===== config.mk =====
export PLATFORM = sky130hd
export DESIGN_NAME = pmon_top
export DESIGN_NICKNAME = d
export VERILOG_FILES = /design/src/pmon_pkg.sv /design/src/pmon_top.sv /design/src/pmon_conv_timer.sv /design/src/pmon_avg.sv
export VERILOG_INCLUDE_DIRS = /design/src
export SDC_FILE = /design/constraint.sdc
export NUM_CORES = 2
export LEC_CHECK = 0
export ABC_AREA = 0
export BUFFER_PORTS_ARGS = -buffer_cell sky130_fd_sc_hd__buf_4
export CAP_MARGIN = 20
export CORE_ASPECT_RATIO = 2
export CORE_UTILIZATION = 50
export DETAILED_ROUTE_END_ITERATION = 8
export GPL_ROUTABILITY_DRIVEN = 0
export PLACE_DENSITY = 0.66
export RECOVER_POWER = 100
export SLEW_MARGIN = 20
export SYNTH_ARGS = -nofsm -noshare
export SYNTH_HDL_FRONTEND = slang
export SYNTH_HIERARCHICAL = 1
export SYNTH_SLANG_ARGS = --single-unit

===== constraint.sdc =====
create_clock -name core_clk -period 64.1 [get_ports core_clk]
set_clock_uncertainty 0.1 [all_clocks]
set_input_delay 3.205 -clock core_clk [delete_from_list [all_inputs] [get_ports core_clk]]
set_output_delay 3.205 -clock core_clk [all_outputs]
set_load 0.05 [all_outputs]

===== src/pmon_defines.svh =====
// Purpose: constants of the power monitor measurement and result block
// Assumes: 100 MHz core_clk, 10 ns period
// Notes:   offsets are register indices on the internal register port
//
// Summary of operation
// - config bits 5:3 pick shunt conversion time, 140 us up to 8.244 ms.
// - mode bits 2:0: 000/100 power-down, 001-011 triggered, 101-111 continuous.
// - after reset the mode is continuous shunt and bus.
// - latest shunt result, two's complement, read-only at 01h.
// - shunt result count is 2.5 uV, 7fff is 81.92 mV.
// - with averaging on, every result shows the averaged value.
// - latest bus result at 02h, overwritten when each averaged set of conversions finishes.
// - bus result count is 1.25 mV, 7fff is 40.96 V.
// - bit 15 of the bus result always reads zero.
// - power result is current times bus result, read-only at 03h.
// - power count equals 25 current steps.
// - current result is shunt result times calibration over 2048, read-only at 04h.
// - host writes 15-bit calibration at 05h, bit 15 unused.
// - config write aborts and restarts conversion; reads disturb nothing.
// - ready flag sets only after conversions, averaging and products finish.
// - config bits 11:9 pick 1,4,16,64,128,256,512 or 1024 samples.
`ifndef PMON_DEFINES_SVH
`define PMON_DEFINES_SVH

// ----------------------------------------
// register offsets
// ----------------------------------------
`define PMON_OFS_CFG     8'h00
`define PMON_OFS_SHUNT   8'h01
`define PMON_OFS_BUS     8'h02
`define PMON_OFS_PWR     8'h03
`define PMON_OFS_CUR     8'h04
`define PMON_OFS_CAL     8'h05

// ----------------------------------------
// config fields and reset values
// ----------------------------------------
`define PMON_CFG_SRST    15
`define PMON_CFG_AVG     9
`define PMON_CFG_BCT     6
`define PMON_CFG_SCT     3
`define PMON_CFG_MODE    0
`define PMON_CFG_RST_VAL 16'h4127
`define PMON_CAL_MASK    16'h7fff
`define PMON_RES_RST_VAL 16'h0000

// ----------------------------------------
// timing and scaling
// ----------------------------------------
`define PMON_CLK_NS      10
`define PMON_CT0_NS      140000
`define PMON_CT1_NS      204000
`define PMON_CT2_NS      332000
`define PMON_CT3_NS      588000
`define PMON_CT4_NS      1100000
`define PMON_CT5_NS      2116000
`define PMON_CT6_NS      4156000
`define PMON_CT7_NS      8244000
`define PMON_CUR_SHIFT   11
`define PMON_PWR_DIV     20000

`endif


===== src/pmon_pkg.sv =====
// Purpose: types of the power monitor block
// Assumes: nothing
// Notes:   one-hot sequencer codes
package pmon_pkg;

    typedef enum logic [3:0] {
        ST_IDLE  = 4'b0001,
        ST_SHUNT = 4'b0010,
        ST_BUS   = 4'b0100,
        ST_MATH  = 4'b1000
    } pmon_state_e;

endpackage : pmon_pkg


===== src/pmon_top.sv =====
// Purpose: measurement control and result registers of the power monitor
// Assumes: register port is the internal side of the serial interface
// Notes:   adc codes are sampled at the end of each conversion time
`timescale 1ns/1ns
`default_nettype none
`include "pmon_defines.svh"
module pmon_top #(
    parameter int unsigned CT_CYC [8] = '{
        `PMON_CT0_NS / `PMON_CLK_NS, `PMON_CT1_NS / `PMON_CLK_NS,
        `PMON_CT2_NS / `PMON_CLK_NS, `PMON_CT3_NS / `PMON_CLK_NS,
        `PMON_CT4_NS / `PMON_CLK_NS, `PMON_CT5_NS / `PMON_CLK_NS,
        `PMON_CT6_NS / `PMON_CLK_NS, `PMON_CT7_NS / `PMON_CLK_NS}
) (
    // clock and reset
    input  wire logic        core_clk,
    input  wire logic        rst_n,
    // register port
    input  wire logic [7:0]  reg_addr,
    input  wire logic        reg_wr,
    input  wire logic        reg_rd,
    input  wire logic [15:0] reg_wdata,
    output logic      [15:0] reg_rdata,
    // converter codes
    input  wire logic [15:0] shunt_code,
    input  wire logic [15:0] bus_code,
    // status
    input  wire logic        flag_clr,
    output logic             conversion_done_flag,
    output logic             math_ovf,
    output logic             conv_busy
);
    // ----------------------------------------
    // state
    // ----------------------------------------
    pmon_pkg::pmon_state_e state_r, state_nxt;
    logic [15:0] cfg_r, cfg_nxt;
    logic [15:0] cal_r, cal_nxt;
    logic [15:0] shunt_r, shunt_nxt;
    logic [15:0] bus_r, bus_nxt;
    logic [15:0] cur_r, cur_nxt;
    logic [15:0] pwr_r, pwr_nxt;
    logic [15:0] rdata_r, rdata_nxt;
    logic [10:0] scnt_r, scnt_nxt;
    logic        flag_r, flag_nxt;
    logic        ovf_r, ovf_nxt;
    logic        busy_r, busy_nxt;
    logic        srst_r, srst_nxt;
    logic        trig_r, trig_nxt;

    // ----------------------------------------
    // decode
    // ----------------------------------------
    logic        cfg_wr;
    logic        do_sh;
    logic        do_bus;
    logic        cont;
    logic        pdown;
    logic [2:0]  mode;
    logic [3:0]  log2n;
    logic [10:0] ncnt;
    logic        tmr_start;
    logic        tmr_done;
    logic        acc_clr;
    logic        add_sh;
    logic        add_bus;
    logic [2:0]  tmr_code;
    logic [15:0] avg_sh;
    logic [15:0] avg_bus;
    logic [15:0] bus_pos;

    assign cfg_wr = reg_wr && reg_addr == `PMON_OFS_CFG;
    assign mode   = cfg_r[`PMON_CFG_MODE +: 3];
    assign do_sh  = mode[0];
    assign do_bus = mode[1];
    assign cont   = mode[2];
    assign pdown  = !do_sh && !do_bus;
    assign bus_pos = {1'b0, bus_code[14:0]};

    always_comb begin
        case (cfg_r[`PMON_CFG_AVG +: 3])
            3'h0:    log2n = 4'h0;
            3'h1:    log2n = 4'h2;
            3'h2:    log2n = 4'h4;
            3'h3:    log2n = 4'h6;
            3'h4:    log2n = 4'h7;
            3'h5:    log2n = 4'h8;
            3'h6:    log2n = 4'h9;
            default: log2n = 4'ha;
        endcase
    end
    assign ncnt = 11'h001 << log2n;

    // ----------------------------------------
    // result arithmetic
    // ----------------------------------------
    logic        [15:0] sh_v;
    logic        [15:0] bus_v;
    logic signed [31:0] prod_c;
    logic signed [31:0] curw_c;
    logic        [15:0] cur_c;
    logic        [15:0] mag_c;
    logic        [31:0] pw_c;
    logic               sat_c;

    assign sh_v  = do_sh ? avg_sh : shunt_r;
    assign bus_v = do_bus ? avg_bus : bus_r;
    assign prod_c = $signed({{16{sh_v[15]}}, sh_v})
                    * $signed({17'h00000, cal_r[14:0]});
    assign curw_c = prod_c >>> `PMON_CUR_SHIFT;

    always_comb begin
        sat_c = 1'b1;
        if (curw_c > 32'sd32767) begin
            cur_c = 16'h7fff;
        end else if (curw_c < -32'sd32768) begin
            cur_c = 16'h8000;
        end else begin
            cur_c = curw_c[15:0];
            sat_c = 1'b0;
        end
    end
    assign mag_c = cur_c[15] ? 16'(-cur_c) : cur_c;
    // divider folds the 25-step power unit and the 1.25 mV bus count
    assign pw_c = ({16'h0000, mag_c} * {16'h0000, bus_v})
                  / `PMON_PWR_DIV;

    // ----------------------------------------
    // sequencer
    // ----------------------------------------
    always_comb begin
        state_nxt = state_r;
        scnt_nxt  = scnt_r;
        busy_nxt  = busy_r;
        trig_nxt  = trig_r;
        tmr_start = 1'b0;
        tmr_code  = cfg_r[`PMON_CFG_SCT +: 3];
        acc_clr   = 1'b0;
        add_sh    = 1'b0;
        add_bus   = 1'b0;
        if (cfg_wr) begin
            state_nxt = pmon_pkg::ST_IDLE;
            scnt_nxt  = '0;
            busy_nxt  = 1'b0;
            trig_nxt  = 1'b1;
            acc_clr   = 1'b1;
        end else begin
            case (state_r)
                pmon_pkg::ST_IDLE: begin
                    if (!pdown && (cont || trig_r)) begin
                        trig_nxt  = 1'b0;
                        busy_nxt  = 1'b1;
                        acc_clr   = 1'b1;
                        scnt_nxt  = '0;
                        tmr_start = 1'b1;
                        state_nxt = do_sh ? pmon_pkg::ST_SHUNT
                                          : pmon_pkg::ST_BUS;
                    end else begin
                        trig_nxt = trig_r && !pdown;
                    end
                end
                pmon_pkg::ST_SHUNT: begin
                    if (tmr_done) begin
                        add_sh = 1'b1;
                        if (do_bus) begin
                            tmr_start = 1'b1;
                            state_nxt = pmon_pkg::ST_BUS;
                        end else begin
                            scnt_nxt = scnt_r + 1'b1;
                        end
                    end
                end
                pmon_pkg::ST_BUS: begin
                    if (tmr_done) begin
                        add_bus  = 1'b1;
                        scnt_nxt = scnt_r + 1'b1;
                    end
                end
                pmon_pkg::ST_MATH: begin
                    busy_nxt  = 1'b0;
                    state_nxt = pmon_pkg::ST_IDLE;
                end
                default: begin
                    state_nxt = pmon_pkg::ST_IDLE;
                end
            endcase
            // one sample set done: next set or products
            if (add_bus || (add_sh && !do_bus)) begin
                if (scnt_nxt == ncnt) begin
                    state_nxt = pmon_pkg::ST_MATH;
                end else begin
                    tmr_start = 1'b1;
                    state_nxt = do_sh ? pmon_pkg::ST_SHUNT
                                      : pmon_pkg::ST_BUS;
                end
            end
        end
        if (state_nxt == pmon_pkg::ST_BUS) begin
            tmr_code = cfg_r[`PMON_CFG_BCT +: 3];
        end
    end

    pmon_conv_timer #(
        .CT_CYC (CT_CYC)
    ) u_timer (
        .core_clk (core_clk),
        .rst_n    (rst_n),
        .start    (tmr_start),
        .abort    (cfg_wr || srst_r),
        .code     (tmr_code),
        .done     (tmr_done)
    );

    pmon_avg #(
        .W  (16),
        .NW (10)
    ) u_avg_sh (
        .core_clk (core_clk),
        .rst_n    (rst_n),
        .clr      (acc_clr),
        .add      (add_sh),
        .din      (shunt_code),
        .log2n    (log2n),
        .dout     (avg_sh)
    );

    pmon_avg #(
        .W  (16),
        .NW (10)
    ) u_avg_bus (
        .core_clk (core_clk),
        .rst_n    (rst_n),
        .clr      (acc_clr),
        .add      (add_bus),
        .din      (bus_pos),
        .log2n    (log2n),
        .dout     (avg_bus)
    );

    // ----------------------------------------
    // registers
    // ----------------------------------------
    always_comb begin
        cfg_nxt   = cfg_r;
        cal_nxt   = cal_r;
        shunt_nxt = shunt_r;
        bus_nxt   = bus_r;
        cur_nxt   = cur_r;
        pwr_nxt   = pwr_r;
        ovf_nxt   = ovf_r;
        flag_nxt  = flag_r;
        rdata_nxt = rdata_r;
        srst_nxt  = 1'b0;
        if (reg_wr && reg_addr == `PMON_OFS_CAL) begin
            cal_nxt = reg_wdata & `PMON_CAL_MASK;
        end
        if (cfg_wr) begin
            srst_nxt = reg_wdata[`PMON_CFG_SRST];
            cfg_nxt  = reg_wdata;
            cfg_nxt[`PMON_CFG_SRST] = 1'b0;
            if (reg_wdata[`PMON_CFG_MODE +: 2] != 2'b00) begin
                flag_nxt = 1'b0;
            end
        end
        if (flag_clr) begin
            flag_nxt = 1'b0;
        end
        if (state_r == pmon_pkg::ST_MATH && !cfg_wr) begin
            shunt_nxt = sh_v;
            bus_nxt   = bus_v;
            cur_nxt   = cur_c;
            pwr_nxt   = pw_c[15:0];
            ovf_nxt   = sat_c;
            flag_nxt  = 1'b1;
        end
        if (reg_rd) begin
            case (reg_addr)
                `PMON_OFS_CFG:   rdata_nxt = cfg_r;
                `PMON_OFS_SHUNT: rdata_nxt = shunt_r;
                `PMON_OFS_BUS:   rdata_nxt = bus_r;
                `PMON_OFS_PWR:   rdata_nxt = pwr_r;
                `PMON_OFS_CUR:   rdata_nxt = cur_r;
                `PMON_OFS_CAL:   rdata_nxt = cal_r;
                default:         rdata_nxt = 16'h0000;
            endcase
        end
        if (srst_r) begin
            // self reset acts like power-on, except that the read data in rdata_r keeps its value
            cfg_nxt   = `PMON_CFG_RST_VAL;
            cal_nxt   = `PMON_RES_RST_VAL;
            shunt_nxt = `PMON_RES_RST_VAL;
            bus_nxt   = `PMON_RES_RST_VAL;
            cur_nxt   = `PMON_RES_RST_VAL;
            pwr_nxt   = `PMON_RES_RST_VAL;
            ovf_nxt   = 1'b0;
            flag_nxt  = 1'b0;
        end
    end

    always_ff @(posedge core_clk) begin
        if (!rst_n) begin
            state_r <= pmon_pkg::ST_IDLE;
            cfg_r   <= `PMON_CFG_RST_VAL;
            cal_r   <= `PMON_RES_RST_VAL;
            shunt_r <= `PMON_RES_RST_VAL;
            bus_r   <= `PMON_RES_RST_VAL;
            cur_r   <= `PMON_RES_RST_VAL;
            pwr_r   <= `PMON_RES_RST_VAL;
            rdata_r <= 16'h0000;
            scnt_r  <= '0;
            flag_r  <= 1'b0;
            ovf_r   <= 1'b0;
            busy_r  <= 1'b0;
            srst_r  <= 1'b0;
            trig_r  <= 1'b0;
        end else begin
            state_r <= srst_r ? pmon_pkg::ST_IDLE : state_nxt;
            cfg_r   <= cfg_nxt;
            cal_r   <= cal_nxt;
            shunt_r <= shunt_nxt;
            bus_r   <= bus_nxt;
            cur_r   <= cur_nxt;
            pwr_r   <= pwr_nxt;
            rdata_r <= rdata_nxt;
            scnt_r  <= scnt_nxt;
            flag_r  <= flag_nxt;
            ovf_r   <= ovf_nxt;
            busy_r  <= busy_nxt && !srst_r;
            srst_r  <= srst_nxt;
            trig_r  <= trig_nxt && !srst_r;
        end
    end

    assign reg_rdata            = rdata_r;
    assign conversion_done_flag = flag_r;
    assign math_ovf             = ovf_r;
    assign conv_busy            = busy_r;
endmodule : pmon_top
`default_nettype wire


===== src/pmon_conv_timer.sv =====
// Purpose: conversion time counter per measured channel
// Assumes: start and abort are one-cycle pulses
// Notes:   done is a pulse exactly CT_CYC[code] cycles after start
`timescale 1ns/1ns
`default_nettype none
module pmon_conv_timer #(
    parameter int unsigned CT_CYC [8] = '{1, 1, 1, 1, 1, 1, 1, 1}
) (
    // clock and reset
    input  wire logic       core_clk,
    input  wire logic       rst_n,
    // control
    input  wire logic       start,
    input  wire logic       abort,
    input  wire logic [2:0] code,
    output logic            done
);
    localparam int CW = 20;

    for (genvar i = 0; i < 8; i++) begin : g_chk
        if (CT_CYC[i] == 0 || CT_CYC[i] >= (1 << CW)) begin : g_bad
            $error("conversion cycle count out of range");
        end
    end

    logic [CW-1:0] cnt_r;
    logic [CW-1:0] cnt_nxt;
    logic          run_r;
    logic          run_nxt;

    assign done = run_r && (cnt_r == '0);

    always_comb begin
        cnt_nxt = cnt_r;
        run_nxt = run_r;
        if (abort) begin
            run_nxt = 1'b0;
        end else if (start) begin
            cnt_nxt = CW'(CT_CYC[code] - 1);
            run_nxt = 1'b1;
        end else if (run_r) begin
            if (cnt_r == '0) begin
                run_nxt = 1'b0;
            end else begin
                cnt_nxt = cnt_r - 1'b1;
            end
        end
    end

    always_ff @(posedge core_clk) begin
        if (!rst_n) begin
            cnt_r <= '0;
            run_r <= 1'b0;
        end else begin
            cnt_r <= cnt_nxt;
            run_r <= run_nxt;
        end
    end
endmodule : pmon_conv_timer
`default_nettype wire


===== src/pmon_avg.sv =====
// Purpose: sample accumulator that yields the mean of 2**log2n samples
// Assumes: caller adds exactly 2**log2n samples after clr
// Notes:   power-of-two counts let a shift stand in for a divider
`timescale 1ns/1ns
`default_nettype none
module pmon_avg #(
    parameter int W  = 16,
    parameter int NW = 10
) (
    // clock and reset
    input  wire logic                core_clk,
    input  wire logic                rst_n,
    // samples
    input  wire logic                clr,
    input  wire logic                add,
    input  wire logic signed [W-1:0] din,
    input  wire logic [3:0]          log2n,
    output logic signed [W-1:0]      dout
);
    if (W < 2 || NW < 1 || NW > 15) begin : g_bad
        $error("accumulator widths out of range");
    end

    logic signed [W+NW-1:0] acc_r;
    logic signed [W+NW-1:0] acc_nxt;

    assign dout = W'(acc_r >>> log2n);

    always_comb begin
        acc_nxt = acc_r;
        if (clr) begin
            acc_nxt = '0;
        end else if (add) begin
            acc_nxt = acc_r + (W+NW)'(din);
        end
    end

    always_ff @(posedge core_clk) begin
        if (!rst_n) begin
            acc_r <= '0;
        end else begin
            acc_r <= acc_nxt;
        end
    end
endmodule : pmon_avg
`default_nettype wire


# Yosys cells after proc, flatten, opt, wreduce, memory -nomap -nowiden
# Memories as Yosys holds them, arrays and structs flattened.
# Index checks and enable logic that the tools add are counted.
# totals
regBits	203
rom_bits	256
wordCells	145
memories	1
# classes
add_sub_neg	6
multipliers	2
div_mod_pow	1
magnitude_cmp	3
eq_ne	18
shifts	3
mux	58
bitwise	3
reduce_logical	32
# mem_list
name	depth	width	rd	rd_clocked_by_memory_dff	write_ports	line	source
(no name shown)	8	32	1	0	0	pmon_conv_timer.sv:39	cnt_nxt = CW'(CT_CYC[code] - 1);
# op_table
op	count
$mux 20	5
$pmux 16 s6	1
$mux 16	5
$mul 16x16->32	2
$mux 11	5
$add 26x16->26	2
$sshr 26x4->16	2
$sub 20x1->20 const B	2
$pmux 11 s3	1
$div 32x15->32 const B	1
$mux 1	29
$pmux 4 s7	1
$mux 4	6
$gt 21x16->1 const B	1
$lt 21x16->1 const B	1
$logic_not 20->1	1
$eq 8x2->1 const B	2
$eq 8x3->1 const B	2
$neg 16->16	1
$pmux 4 s3	1
$add 11x1->11 const B	1
$eq 11x11->1	1
$shl 1x4->11 const A	1
$logic_and 1x1->1	10
23 further kinds	42

# Logic depth before layout (Yosys ltp)
# logic_depth
ltp_word	19
mapped_depth	160

# Cells and area by module
# The synthesis kept the hierarchy.
# modules_own_cells
mod	n_inst	cells_each	area_each_um2
pmon_top	1	3820	31579.0
pmon_avg	2	413	3254.4
pmon_conv_timer	1	203	1566.5

# Worst setup path after synthesis
# Ideal clock, no wire load.
# synth_timing
kind	register -> register
from	register cfg_r[11]
to	register pwr_r[0]
setup_time_ns	0.095
arrival_ns	32.672
slack_ns	31.232
path_stages_with_launch	149
synth_period_minus_slack_ns	32.868
path_cell_list	dfxtp_1 clkbuf_1 nand2b_1 o21ai_0 clkbuf_1 buf_2 mux2i_1 nand2_1 o31a_1 mux4_2 mux2_2 clkbuf_1 and2_1 fa_1 fa_1 ha_1 fa_1 inv_1 [... 113 more ...] buf_4 a211oi_4 o211ai_4 o2111a_2 o21ai_2 xor2_2 o311a_1 a2111oi_0 nor3_1 mux2_4 a2111oi_4 nor2_2 mux2_2 nand2b_4 a41o_1 o311ai_1 o211ai_1 a221oi_1
# synth_between
elab_chain_cells	12
word_cells_on_any_way	21
# synth_lines
item	line	source
start: declaration	pmon_top.sv:36	logic [15:0] cfg_r, cfg_nxt;
start signal: assignment	pmon_top.sv:302	cfg_r <= `PMON_CFG_RST_VAL;
start signal: assignment	pmon_top.sv:317	cfg_r <= cfg_nxt;
$eq 3x3->1, or another cell as far along	pmon_top.sv:80	case (cfg_r[`PMON_CFG_AVG +: 3])
$pmux 4 s7 *	pmon_top.sv:80	
via log2n[1]	pmon_top.sv:59	logic [3:0] log2n;
$sshr 26x4->16 *	pmon_avg.sv:27	assign dout = W'(acc_r >>> log2n);
via avg_sh[1]	pmon_top.sv:67	logic [15:0] avg_sh;
$mux 16 *	pmon_top.sv:105	assign sh_v = do_sh ? avg_sh : shunt_r;
$mul 16x16->32 *	pmon_top.sv:108	* $signed({17'h00000, cal_r[14:0]});
$lt 21x16->1	pmon_top.sv:115	end else if (curw_c < -32'sd32768) begin
$mux 16	pmon_top.sv:115	
$mux 16 *	pmon_top.sv:113	if (curw_c > 32'sd32767) begin
$neg 16->16	pmon_top.sv:122	assign mag_c = cur_c[15] ? 16'(-cur_c) : cur_c;
$mux 16 *	pmon_top.sv:122	
$mul 16x16->32 *	pmon_top.sv:124	assign pw_c = ({16'h0000, mag_c} * {16'h0000, bus_v})
$div 32x15->32 (no line) *	-	
end signal: assignment	pmon_top.sv:307	pwr_r <= `PMON_RES_RST_VAL;
end signal: assignment	pmon_top.sv:322	pwr_r <= pwr_nxt;
end: declaration	pmon_top.sv:41	logic [15:0] pwr_r, pwr_nxt;
# Mark *: on every way through the listed nets, which the timed path passes. The rest lies on a longest branch.
# A chain may end at the register's enable or synchronous reset.

# Worst setup path in the final report
# Ends and elaborated chain as after synthesis.

==> impl_metrics.json <==
{
  "grt_pass1_vias": 36400,
  "netlist_top_cells_area": "fa_1, dfxtp_1, ha_1",
  "wl_microns": 118000,
  "violations": "max-capacitance violations, max-slew violations",
  "fillerInstances": 7659,
  "pin_count": 80,
  "setup_ws_ns": 15.29,
  "drv_cap": 7,
  "relSlewSlack": -2.11,
  "timing.critical_path.mode_cell": "nor2b_1",
  "cts_max_path_buffers": 3,
  "syn_area_per_cell_sq_um": 8.18,
  "post_cts_resize_count": 0,
  "numPortBuffers": 78,
  "synth.distinct_cells": 163,
  "synthMuxAreaShare": 0.0711,
  "p_leak_nw": 18.4,
  "dieArea_sq_mm": 0.0805,
  "row_count": 145,
  "cpPeakStageDelay_ns": 2.31,
  "cts.sinks": 203,
  "htreeDepth": 1,
  "cts_made_buffers": 21,
  "ir_drop_v": 0.0000126,
  "rsz0062_at_grt": "no",
  "synth_edf_count": 0,
  "clk_pin_slew_ns": 0.08,
  "cp-end-kind": "register",
  "grt_max_degree": 108,
  "vias": 35500,
  "clk_latency_ns": 0.56,
  "synth-adder-area-share": 0.300,
  "yosysWarnings": 6,
  "viasPerCell": 6.07,
  "first_iter_violations": 2333,
  "cp-start-kind": "register",
  "drtPass1Iterations": 6,
  "timing.final.crit_share": 0.761,
  "ant_nets": 0,
  "initial_core_util": 0.506,
  "grt_overflow": 0,
  "drive_above_1_share": 0.0956,
  "postPlaceCellArea_sq_mm": 0.0410,
  "grt_use_total": 0.294,
  "synth-xor-area-share": 0.0388,
  "fmax_mhz": 20.5,
  "ctsRootBufferMaster": "clkbuf_16",
  "nNetsFinal": 5546,
  "syn_inst": 4849,
  "die_x_microns": 201,
  "final_max_slew_viol_count": 302,
  "postCtsSetupRepairBufs": 0,
  "routedWlPerCell_microns": 20.1,
  "synth_compound_area_frac": 0.198,
  "min_path_type": "register to register",
  "tns_ns": 0,
  "antenna_found_initial": 1,
  "hold_buffers": 0,
  "crit_required_ns": 64.46,
  "path_max_fanout": 66,
  "grt_first_pass_wirelength_microns": 190000,
  "synth_ff_type": "dfxtp_1",
  "synth_top_family_by_area": "adder cells",
  "stdcell_area_sq_mm": 0.0416,
  "core_sq_mm": 0.0784,
  "outcome": "complete, but fails checks",
  "detailedPlace.worstSlack_ns": 24.71,
  "ys_seq_elements": 203,
  "tritoncts": "yes",
  "netlist_area_sq_mm": 0.0397,
  "setup_violations": 0,
  "die_h_microns": 400,
  "arrival_ns": 49.17,
  "place.detailed.hpwl_microns": 95300,
  "crit_path_top_delay_cell": "clkbuf_1",
  "synth-simple-area-share": 0.212,
  "utilization": 0.530,
  "tightestPinTransition_ns": 4.67,
  "syn2layout_area_growth_pct": 4.81,
  "ys_async_sr_fraction": 0,
  "period_needed_ns": 48.81,
  "power_density_mw_per_mm2": 7.46,
  "hold_violations": 0,
  "yosys.area.top_type": "fa_1",
  "regArea_sq_mm": 0.00407,
  "yosysTopAreaCellShare": 0.223,
  "worstSetupPathType": "register to register",
  "drcViolationCount": 0,
  "ys_seq_area_frac": 0.102,
  "multi_input_area_sq_mm": 0.0325
}
## stage by stage
| stage | cells | hold slack [ns] | power (mW) |
|---|---|---|---|
| 4_1_cts | 5842 | 0.358 | 0.312 |
| 5_1_grt | 5843 | 0.406 | 0.320 |
| 6_report | 5844 | 0.370 | 0.310 |
| 3_3_place_gp | 5805 | 0.343 | 0.177 |
| 2_1_floorplan | 4863 | 0.333 | 0.163 |
| 3_5_place_dp | 5805 | 0.350 | 0.177 |
## worst paths after layout
path / start / endpoint / slack, ns / cells after the start
setup / recovery: cfg_r[11]$_SDFFE_PP0P_ / pwr_r[0]$_SDFFE_PP0P_ / 15.29 / 139
hold reg to reg: trig_r$_SDFF_PN0_ / trig_r$_SDFF_PN0_ / 0.37 / 2
setup reg to reg: cfg_r[11]$_SDFFE_PP0P_ / pwr_r[0]$_SDFFE_PP0P_ / 15.29 / 139
hold / removal: trig_r$_SDFF_PN0_ / trig_r$_SDFF_PN0_ / 0.37 / 2
## cell type report
class / instances / share of cell area
Multi-Input combinational cell: 3891 / 0.783
Tap cell: 1029 / 0.0310
Sequential cell: 203 / 0.0978
Inverter: 556 / 0.0502
Clock buffer: 23 / 0.0131
Timing Repair Buffer: 127 / 0.0208
Antenna cell: 1 / 0.0000602
Clock inverter: 14 / 0.00421
## synthesized netlist by cell type (24+ instances only)
master,n
or2_2,24
nor2_1,449
and2_1,138
o21a_1,37
clkbuf_1,153
ha_1,244
o211a_1,24
o31ai_1,26
mux4_2,31
dfxtp_1,203
a21oi_1,231
xnor2_1,110
nand4_1,25
nand2b_1,53
inv_1,556
a211oi_1,84
fa_1,441
a21o_1,38
o21ai_0,137
nand2_1,553
nor2b_1,73
xor2_1,42
o211ai_1,51
a31oi_1,52
mux2i_1,125
mux2_2,53
o21ai_1,75
nand3_1,109
nor3_1,76
## metal layers
metal  GRT usage  vias up  part of all wire
li1            -    16500                 -
met1       0.291    17500              0.34
met2       0.577     1024              0.55
met3      0.0238      413             0.037
met4       0.186        0             0.069
met5           0        -                 0
## worst max-delay path, delay by kind of cell, from the launching register on
| family | cells | cell delay, ns |
|---|---|---|
| fa+ha+maj | 14 | 6.43 |
| buf+inv | 11 | 4.14 |
| flops | 1 | 0.60 |
| mux | 8 | 4.57 |
| simple gates | 50 | 10.97 |
| xor+xnor | 2 | 0.93 |
| compound gates | 54 | 20.89 |
## power breakdown
group          leakage, nW  internal (mW)  switching, mW
Clock                0.345         0.0743         0.0607
Combinational         16.5         0.0138         0.0289
Sequential            1.64          0.129        0.00343
Total                 18.4          0.217         0.0931
## registers in the layout (all words and copies together) (netlist names), 15 cells and up
signal and cells:
u_avg_bus/acc_r 26, u_avg_sh/acc_r 26, u_timer/cnt_r 20, bus_r 16, cur_r 16, pwr_r 16
reg_rdata 16, shunt_r 16, cal_r 15, cfg_r 15
## cells in the final DEF, fill, tap and decap left out, drive strengths merged, types with 28 or more instances in the layout
master	synthesis	final
clkbuf	157	52
a21o	52	52
or3	30	30
ha	244	244
nand2b	54	54
a211oi	98	98
nor2b	74	74
fa	441	441
mux2i	126	126
a21oi	245	245
o21ai	221	221
nor2	455	455
and2	150	150
inv	556	557
o31ai	28	28
o211ai	59	59
a31oi	53	53
xnor2	118	118
mux4	31	31
buf	53	98
xor2	44	44
o21a	41	41
nand3	114	114
nor3	91	91
mux2	73	73
nand2	556	556
or2	28	28
dfxtp	203	203
## kinds of logic after synthesis
group | after synthesis
AOI/OAI and AO/OA | 1078
adders and majority gates | 687
xor gates and xnor gates | 162
DFF | 203
other | 1
and+or+nand+nor | 1719
buffers and inverters | 769
muxes | 230
Note: power is estimated with default switching activity, not from simulation.
